--- config.mk ---
export PLATFORM = sky130hd
export DESIGN_NAME = jlsc_sync_ctrl
export DESIGN_NICKNAME = d
export VERILOG_FILES = /design/src/hw/jlsc_pkg.sv /design/src/hw/jlsc_sync_ctrl.sv
export VERILOG_INCLUDE_DIRS = /design/src /design/src/hw
export SDC_FILE = /design/constraint.sdc
export NUM_CORES = 1
export LEC_CHECK = 0
export ABC_AREA = 1
export BUFFER_PORTS_ARGS = -buffer_cell sky130_fd_sc_hd__clkbuf_2
export CORE_AREA = 2 2 42 44
export DETAILED_ROUTE_END_ITERATION = 6
export DIE_AREA = 0 0 44 46
export PLACE_DENSITY = 0.86
export SETUP_SLACK_MARGIN = 0.05
export SLEW_MARGIN = 20
export SYNTH_ARGS = -nofsm -noshare
export SYNTH_HDL_FRONTEND = slang
export SYNTH_SLANG_ARGS = --single-unit
--- constraint.sdc ---
create_clock -name clk -period 2 [get_ports clk]
set_clock_uncertainty 0.1 [all_clocks]
set_input_delay 0.2 -clock clk [delete_from_list [all_inputs] [get_ports clk]]
set_output_delay 0.2 -clock clk [all_outputs]
set_load 0.05 [all_outputs]
--- src/hw/jlsc_regs.svh ---
/*
 * constants for the link start-up sync control block: sync source codes,
 * filter length, state codes.
 * assumes inclusion by bare name from the package and the design file.
 */
`ifndef JLSC_REGS_SVH
`define JLSC_REGS_SVH
`define JLSC_SEL_SE      2'h0
`define JLSC_SEL_TIMESTAMP_PAIR   2'h1
`define JLSC_SEL_ALT     2'h2
`define JLSC_FILT_LEN    4
`define JLSC_ST_IDLE     4'h1
`define JLSC_ST_CGS      4'h2
`define JLSC_ST_ILAS     4'h4
`define JLSC_ST_DATA     4'h8
`endif

--- src/hw/jlsc_pkg.sv ---
/*
 * types of the link start-up sync control block.
 * assumes the constants header sits in the include path.
 */
`default_nettype none
`include "jlsc_regs.svh"
package jlsc_pkg;
  typedef enum logic [3:0] {
    JLSC_IDLE = `JLSC_ST_IDLE,
    JLSC_CGS  = `JLSC_ST_CGS,
    JLSC_ILAS = `JLSC_ST_ILAS,
    JLSC_DATA = `JLSC_ST_DATA
  } jlsc_state_t;
  typedef struct packed {
    logic       enc_64b66b;
    logic [1:0] sync_sel;
    logic       sysref_receiver_enable;
    logic       timestamp_receiver_enable;
  } jlsc_cfg_t;
  typedef struct packed {
    logic cgs;
    logic ilas;
    logic data;
  } jlsc_lane_t;
endpackage
`default_nettype wire

--- src/hw/jlsc_sync_ctrl.sv ---
/*
 * link start-up control: picks the sync request source, synchronises and
 * filters it, and steps lanes through code group sync, lane alignment and data, or straight to data with 64b66b.
 * assumes all pins already sampled in the clk domain, sync sources active low.
 */
`default_nettype none
`include "jlsc_regs.svh"
module jlsc_sync_ctrl #(
  parameter int FILT_LEN = `JLSC_FILT_LEN
) (
  // clock and reset
  input  wire logic                clk,
  input  wire logic                srst,
  // configuration
  input  wire jlsc_pkg::jlsc_cfg_t cfg,
  // sync sources, active low
  input  wire logic                single_ended_sync_pin_n,
  input  wire logic                alternate_sync_pin_n,
  input  wire logic                timestamp_pair_n,
  // sysref
  input  wire logic                sysref,
  // lane phase, receiver power control and sysref edge
  output var  jlsc_pkg::jlsc_lane_t lane,
  output var  logic                sysref_rx_pd,
  output var  logic                timestamp_pair_rx_pd,
  output var  logic                sysref_edge
);
  import jlsc_pkg::*;

  // ****************************************
  // source select and synchroniser
  // ****************************************
  logic                sel_raw;
  logic [1:0]          sync_reg;
  logic [1:0]          sync_next;
  logic [FILT_LEN-1:0] hist_reg;
  logic [FILT_LEN-1:0] hist_next;
  logic                filt_reg;
  logic                filt_next;
  logic [2:0]          sref_reg;
  logic [2:0]          sref_next;

  always_comb begin
    case (cfg.sync_sel)
      `JLSC_SEL_SE:    sel_raw = single_ended_sync_pin_n;
      `JLSC_SEL_TIMESTAMP_PAIR: sel_raw = timestamp_pair_n;
      `JLSC_SEL_ALT:   sel_raw = alternate_sync_pin_n;
      default:         sel_raw = 1'b1;
    endcase
  end

  // filter only changes level after FILT_LEN equal samples, glitches are dropped
  always_comb begin
    sync_next = {sync_reg[0], sel_raw};
    hist_next = {hist_reg[FILT_LEN-2:0], sync_reg[1]};
    filt_next = filt_reg;
    if (&hist_reg) begin
      filt_next = 1'b1;
    end else if (~|hist_reg) begin
      filt_next = 1'b0;
    end
    // third sysref stage feeds only the edge tap, so the first flop stays private
    sref_next = {sref_reg[1:0], sysref & cfg.sysref_receiver_enable};
  end

  always_ff @(posedge clk) begin
    if (srst) begin
      sync_reg <= 2'h3;
      hist_reg <= '1;
      filt_reg <= 1'b1;
      sref_reg <= 3'h0;
    end else begin
      sync_reg <= sync_next;
      hist_reg <= hist_next;
      filt_reg <= filt_next;
      sref_reg <= sref_next;
    end
  end

  // ****************************************
  // link phase state machine
  // ****************************************
  jlsc_state_t state_reg;
  jlsc_state_t state_next;
  jlsc_lane_t  lane_next;
  logic        sysref_rx_pd_next;
  logic        timestamp_pair_rx_pd_next;
  logic        sysref_edge_next;

  // one decode shared by the lane register and the checks
  function automatic jlsc_lane_t lane_of(input jlsc_state_t s);
    jlsc_lane_t l;
    l.cgs  = (s == JLSC_CGS);
    l.ilas = (s == JLSC_ILAS);
    l.data = (s == JLSC_DATA);
    return l;
  endfunction

  always_comb begin
    state_next = state_reg;
    case (state_reg)
      JLSC_IDLE: begin
        if (cfg.enc_64b66b) begin
          state_next = JLSC_DATA;
        end else if (!filt_reg) begin
          state_next = JLSC_CGS;
        end
      end
      JLSC_CGS: begin
        if (cfg.enc_64b66b) begin
          state_next = JLSC_DATA;
        end else if (filt_reg) begin
          state_next = JLSC_ILAS;
        end
      end
      JLSC_ILAS: begin
        // alignment ends on the sysref-timed multiframe boundary
        if (cfg.enc_64b66b || sref_reg[1]) begin
          state_next = JLSC_DATA;
        end else if (!filt_reg) begin
          state_next = JLSC_CGS;
        end
      end
      JLSC_DATA: begin
        if (!cfg.enc_64b66b && !filt_reg) begin
          state_next = JLSC_CGS;
        end
      end
      default: state_next = JLSC_IDLE;
    endcase
    lane_next = lane_of(state_next);
    sysref_rx_pd_next = ~cfg.sysref_receiver_enable;
    timestamp_pair_rx_pd_next  = ~cfg.timestamp_receiver_enable;
    sysref_edge_next  = sref_reg[1] & ~sref_reg[2];
  end

  always_ff @(posedge clk) begin
    if (srst) begin
      state_reg    <= JLSC_IDLE;
      lane         <= '0;
      sysref_rx_pd <= 1'b1;
      timestamp_pair_rx_pd  <= 1'b1;
      sysref_edge  <= 1'b0;
    end else begin
      state_reg    <= state_next;
      lane         <= lane_next;
      sysref_rx_pd <= sysref_rx_pd_next;
      timestamp_pair_rx_pd  <= timestamp_pair_rx_pd_next;
      sysref_edge  <= sysref_edge_next;
    end
  end

  // ****************************************
  // assertions
  // ****************************************
  // lane is registered from state_next, so it always mirrors state_reg
  a_skip_in_66b: assert property (@(posedge clk) disable iff (srst)
    cfg.enc_64b66b && !lane.data |=> ##[0:1] lane.data)
    else $error("64b66b mode did not reach data");
  a_cgs_on_low: assert property (@(posedge clk) disable iff (srst)
    !cfg.enc_64b66b && !filt_reg && lane.data |=> lane.cgs)
    else $error("sync low did not start cgs");
  a_ilas_on_high: assert property (@(posedge clk) disable iff (srst)
    !cfg.enc_64b66b && lane.cgs && filt_reg |=> lane.ilas)
    else $error("sync high did not start ilas");
  a_filter_hold: assert property (@(posedge clk) disable iff (srst)
    $fell(filt_reg) |-> $past(hist_reg) == '0)
    else $error("filter fell without full agreement");
  a_se_select: assert property (@(posedge clk) disable iff (srst)
    cfg.sync_sel == `JLSC_SEL_SE |=> sync_reg[0] == $past(single_ended_sync_pin_n))
    else $error("single-ended pin not sampled");
  a_timestamp_pair_select: assert property (@(posedge clk) disable iff (srst)
    cfg.sync_sel == `JLSC_SEL_TIMESTAMP_PAIR |=> sync_reg[0] == $past(timestamp_pair_n))
    else $error("timestamp pair not sampled");
  a_alt_select: assert property (@(posedge clk) disable iff (srst)
    cfg.sync_sel == `JLSC_SEL_ALT |=> sync_reg[0] == $past(alternate_sync_pin_n))
    else $error("alternate pin not sampled");
  a_none_high: assert property (@(posedge clk) disable iff (srst)
    cfg.sync_sel == 2'h3 |=> sync_reg[0])
    else $error("unused source code did not read idle");
  a_filter_rise: assert property (@(posedge clk) disable iff (srst)
    $rose(filt_reg) |-> $past(hist_reg) == '1)
    else $error("filter rose without full agreement");
  a_sysref_pd: assert property (@(posedge clk) disable iff (srst)
    !cfg.sysref_receiver_enable |=> sysref_rx_pd)
    else $error("sysref receiver not powered down");
  a_timestamp_pair_pd: assert property (@(posedge clk) disable iff (srst)
    !cfg.timestamp_receiver_enable |=> timestamp_pair_rx_pd)
    else $error("timestamp receiver not powered down");
  a_timestamp_pair_on: assert property (@(posedge clk) disable iff (srst)
    cfg.timestamp_receiver_enable |=> !timestamp_pair_rx_pd)
    else $error("timestamp receiver wrongly powered down");
  a_ilas_exit: assert property (@(posedge clk) disable iff (srst)
    !cfg.enc_64b66b && lane.ilas && sref_reg[1] |=> lane.data)
    else $error("sysref did not end ilas");
  a_ilas_drop: assert property (@(posedge clk) disable iff (srst)
    !cfg.enc_64b66b && lane.ilas && !sref_reg[1] && !filt_reg |=> lane.cgs)
    else $error("sync low in ilas did not restart cgs");
  a_idle_hold: assert property (@(posedge clk) disable iff (srst)
    !cfg.enc_64b66b && lane == '0 && filt_reg |=> lane == '0)
    else $error("link left idle without a sync request");
  a_data_hold: assert property (@(posedge clk) disable iff (srst)
    !cfg.enc_64b66b && lane.data && filt_reg |=> lane.data)
    else $error("data phase left while sync high");
  a_lane_onehot: assert property (@(posedge clk) disable iff (srst)
    $onehot0(lane))
    else $error("more than one lane phase active");
  a_lane_state: assert property (@(posedge clk) disable iff (srst)
    lane == lane_of(state_reg))
    else $error("lane phase does not match state");
  a_edge_pulse: assert property (@(posedge clk) disable iff (srst)
    sysref_edge |=> !sysref_edge)
    else $error("sysref edge longer than one cycle");
  a_edge_cause: assert property (@(posedge clk) disable iff (srst)
    sysref_edge |-> $past(sysref, 3))
    else $error("sysref edge without sysref high");
  a_edge_gated: assert property (@(posedge clk) disable iff (srst)
    sysref_edge |-> $past(cfg.sysref_receiver_enable, 3))
    else $error("sysref edge while receiver powered down");
endmodule // jlsc_sync_ctrl
`default_nettype wire

* Yosys cells after proc, flatten, opt, wreduce, memory -nomap -nowiden
Index checks and enable logic that the tools add are counted.
** Operators by class
- Reduce and logical (&&, ||, !) cells :: 8
- Bitwise logic cells :: 5
- Equal/unequal tests :: 9
- Multiplexer cells :: 8
** Operator list (count)
- $mux W4 :: 6
- $pmux W4 S4 :: 1
- $eq A4 B2 Y1 const B :: 2
- $eq A4 B3 Y1 const B :: 2
- $eq A4 B4 Y1 const B :: 2
- $eq A4 B1 Y1 const B :: 1
- $reduce_and A4 Y1 :: 1
- $reduce_or A4 Y1 :: 1
- $not A1 Y1 :: 3
- $pmux W1 S3 :: 1
- $and A1 B1 Y1 :: 2
- $eq A2 B1 Y1 const B :: 1
- $eq A2 B2 Y1 const B :: 1
- $logic_not A1 Y1 :: 2
- $logic_not A2 Y1 :: 1
- $reduce_or A2 Y1 :: 1
- $logic_and A1 B1 Y1 :: 1
- $logic_or A1 B1 Y1 :: 1
** Word-level totals
- Flip-flop bits (word level) :: 20

* Longest topological paths before layout
- Word-level depth :: 5
- Depth in mapped cells :: 8
- Mapped depth without buffers :: 7

* Worst setup path after synthesis
OpenSTA, ideal clock, no wires.
- Path kind :: register -> register
- From :: register filt_reg
- To :: register lane[0] (netlist name)
- Arrival time :: 0.814 ns
- Cell stages (with the launch flop) :: 8
- Path buffers :: 1
- Slack :: 0.959 ns
- Setup time :: 0.128 ns
- Path through :: dfxtp_1 buf_6 nor2_2 inv_1 nand2_1 nand2_1 nor2_1 nor2_1
** On the way
- Word-level cells in the longest chain between the ends :: 5
** RTL lines
- from (decl) :: line jlsc_sync_ctrl.sv:38 : logic filt_reg;
- from (signal assigned) :: line jlsc_sync_ctrl.sv:75 : filt_reg <= filt_next;
- $logic_not A1 Y1 :: line jlsc_sync_ctrl.sv:125 : if (!cfg.enc_64b66b && !filt_reg) begin
- $logic_and A1 B1 Y1 :: line jlsc_sync_ctrl.sv:125
- $mux W4 :: line jlsc_sync_ctrl.sv:125
- $pmux W4 S4 (*) :: line jlsc_sync_ctrl.sv:101 : case (state_reg)
- $eq A4 B4 Y1 (*) :: line jlsc_sync_ctrl.sv:95 : l.data = (s == JLSC_DATA);
- to (signal assigned) :: line jlsc_sync_ctrl.sv:146 : lane <= lane_next;
- to (decl) :: line jlsc_sync_ctrl.sv:23 : output var jlsc_pkg::jlsc_lane_t lane,
Mark *: on every way between the ends. The rest lies on a longest branch, timed or not.
A chain may end at the register's enable or synchronous reset.

* Worst setup path in the final report
- From :: register sysref_rx_pd
- To :: output sysref_rx_pd
** RTL lines
- from (decl) :: line jlsc_sync_ctrl.sv:24 : output var logic sysref_rx_pd,
- from (signal assigned) :: line jlsc_sync_ctrl.sv:147 : sysref_rx_pd <= sysref_rx_pd_next;
No word-level cell between the ends.

==> impl_metrics.py <==
metrics = {
    "layout": {
        "antenna_cells": 0,
        "final_cell_mix": "nand2_1 (30), dfxtp_1 (20), nor2_1 (16), clkbuf_2 (16), inv_1 (9)",
        "fin_util_pct": 60.00,
        "nets": 142,
        "register_area_um2": 400.4,
        "multiInputGateArea_um2": 331.6,
        "area_delta_synth_final_pct": 21.13,
        "layout_commonest_cell": "nand2_1",
        "layout-drive-gt1-share_pct": 27.69,
        "fill_cells": 148,
    },
    "synthesis": {
        "syn_nets": 120,
        "synth_area_um2": 799.5,
        "ys_types": 17,
        "ys.warnings.count": 0,
        "ys_ff_latch": 20,
        "syn_area_per_cell_um2": 7.335,
        "yosysSeqAreaShare_pct": 50.08,
        "synthCells": 109,
    },
    "sta": {
        "timing.final.crit_period_ps": 1215,
        "worst_slew_pin_slew_ps": 284.3,
        "rsz0062_at_grt": "no",
        "min_period_over_period_pct": 60.77,
        "hold_viol_final": 0,
        "slew_headroom_pct": 81.12,
        "drv_slew": 0,
        "setup_viol": 0,
        "fin_setup_tns_ps": 0,
        "max_freq_mhz": 822.8,
    },
    "drt": {
        "via_count": 713,
        "wire_per_inst_um": 10.74,
        "via_per_inst": 4.850,
        "drcViolationCount": 0,
        "drtIter0Drc": 14,
        "wl_um": 1579,
        "drt_pass1_iterations": 4,
        "ant_nets": 0,
    },
    "global_routing": {
        "first_global_vias": 639,
        "antenna_found_initial": 0,
        "grt_usage_pct": 17.16,
        "grt_pass1_wl_um": 2470,
        "grt_overflow_total": 0,
        "grt_max_degree": 15,
    },
    "power": {
        "power_density_nw_per_um2": 903.2,
        "power.total_w": 0.0008747,
        "peakVddDrop_mv": 0.6322,
        "p_leak_nw": 0.4817,
    },
    "clocking": {
        "cts_sinks": 20,
        "post_cts_buffers": 0,
        "clockBufferDepth": 2,
        "ctsResizeCount": 0,
        "cts_root_buffer": "clkbuf_4",
        "cts_tree": "built",
        "postCtsHoldBufs": 3,
        "htreeDepth": 1,
        "insertion_delay_ps": 300,
        "path_clk_slew_ps": 120,
        "cts_buffers": 3,
    },
    "setup_path": {
        "path_cells": "clkbuf_2",
        "slowest_delay_ps": 340,
        "path_buf_inv": 1,
        "required_ps": 1700,
        "critPathMaxFanout": 1,
        "rr_worst_depth": 7,
        "r2r_start": "filt_reg",
        "cpMaxStageDelayCell": "dfxtp_1",
        "critPathTopFamily": "flip-flops",
        "cp-end-kind": "output pin",
        "crit_type": "reg -> out",
        "r2r_setup_slack_ps": 810,
        "worstReg2RegEnd": "lane[2]",
        "cp.arrival_ps": 920,
        "startpoint_type": "flip-flop",
    },
    "floorplanning": {
        "start_util_pct": 49.53,
        "pin_count": 17,
        "die_y_um": 46,
        "placementRows": 15,
        "dieArea_um2": 2024,
        "coreArea_um2": 1614,
        "dieWidth_um": 44,
    },
    "worst_hold_path": {
        "worstHoldEndpoint": "sync_reg[0]",
        "hp-class": "in -> reg",
        "min_path_cells": 3,
        "hold_start": "alternate_sync_pin_n",
    },
    "place": {
        "place_congestion": 0.8347,
        "port_buffers": 16,
        "dp_hpwl_um": 1161,
    },
    "status": {
        "status": "complete, no violations",
    },
    "flow_run": {
        "maxCapViolations": 0,
    },
}
-- logic make-up (layout without fill, tap and decap cells) --
kind of cell           after synthesis  after routing  share of synthesized area [%]
buffers and inverters               16             37                          8.450
AO/OA/AOI/OAI                        8              8                          5.321
AND/OR/NAND/NOR                     65             65                          36.15
flip-flops                          20             20                          50.08
-- Yosys cell counts --
cell type | n | area (µm²)
dfxtp_1 | 20 | 400.4
o21ai_0 | 2 | 10.01
nor2_1 | 16 | 60.06
nand3_1 | 5 | 25.02
nor3_1 | 1 | 5.000
o31ai_1 | 1 | 7.510
or2_2 | 3 | 18.77
clkbuf_1 | 1 | 3.750
nor2_2 | 4 | 25.02
inv_1 | 9 | 33.78
nand2_2 | 3 | 18.77
nand4_1 | 2 | 12.51
inv_2 | 5 | 18.77
nor2_4 | 1 | 11.26
nand2_1 | 30 | 112.6
buf_6 | 1 | 11.26
a21oi_1 | 5 | 25.02
-- per-stage QoR --
step                      hold slack [ps]  instances  setup slack (ps)  instance area [µm²]
final                               37.78        147             784.6                968.4
after global routing                87.05        147             681.0                968.4
after CTS                           34.48        147             790.2                968.4
after detailed placement            257.8        140             829.8                885.9
after global placement              258.7        140             893.2                885.9
after floorplan                     170.0        109             958.9                799.5
-- worst register-to-register path, stage by stage (launching register included) --
cell	delay (ps)
dfxtp_1	480
inv_1	90
nor2_1	90
nor2_1	50
nand2_1	50
nand2_1	50
nor2_1	140
nor2_1	60
-- layout make-up --
cell class / count / area share (%)
Timing Repair Buffer: 19 / 11.37
Inverter: 14 / 5.426
Multi-Input combinational cell: 73 / 34.24
Clock inverter: 1 / 3.101
Clock buffer: 3 / 2.326
Tap cell: 17 / 2.196
Sequential cell: 20 / 41.34
-- worst max path at each step --
| stage | start | endpoint | slack, ps | depth (start not counted) |
|---|---|---|---|---|
| after floorplan | filt_reg | lane[0] | 960 | 7 |
| after global placement | filt_reg | lane[2] | 890 | 7 |
| after detailed placement | filt_reg | state_reg[1] | 830 | 7 |
| after CTS | lane[2] | lane[2] | 790 | 1 |
| after global routing | filt_reg | state_reg[1] | 680 | 7 |
| final | sysref_rx_pd | sysref_rx_pd | 780 | 1 |
-- power breakdown --
part / total [W] / leakage [nW] / internal (W) / switching [W]
sequential: 0.000426 / 0.164 / 0.000416 / 0.0000101
combinational: 0.000122 / 0.290 / 0.0000417 / 0.0000803
clock: 0.000326 / 0.0279 / 0.000202 / 0.000124
total: 0.000875 / 0.482 / 0.000660 / 0.000214
-- per-layer routing --
metal,wire length (µm),vias to the layer above,part of all wire (%),track usage (%)
li1,-,372,-,-
met1,686,319,43,20.77
met2,791,20,50,26.76
met3,78,2,4.9,3.175
met4,21,0,1.3,13.33
met5,0,-,0,0
No activity file was read; power rests on OpenSTA's default activity.
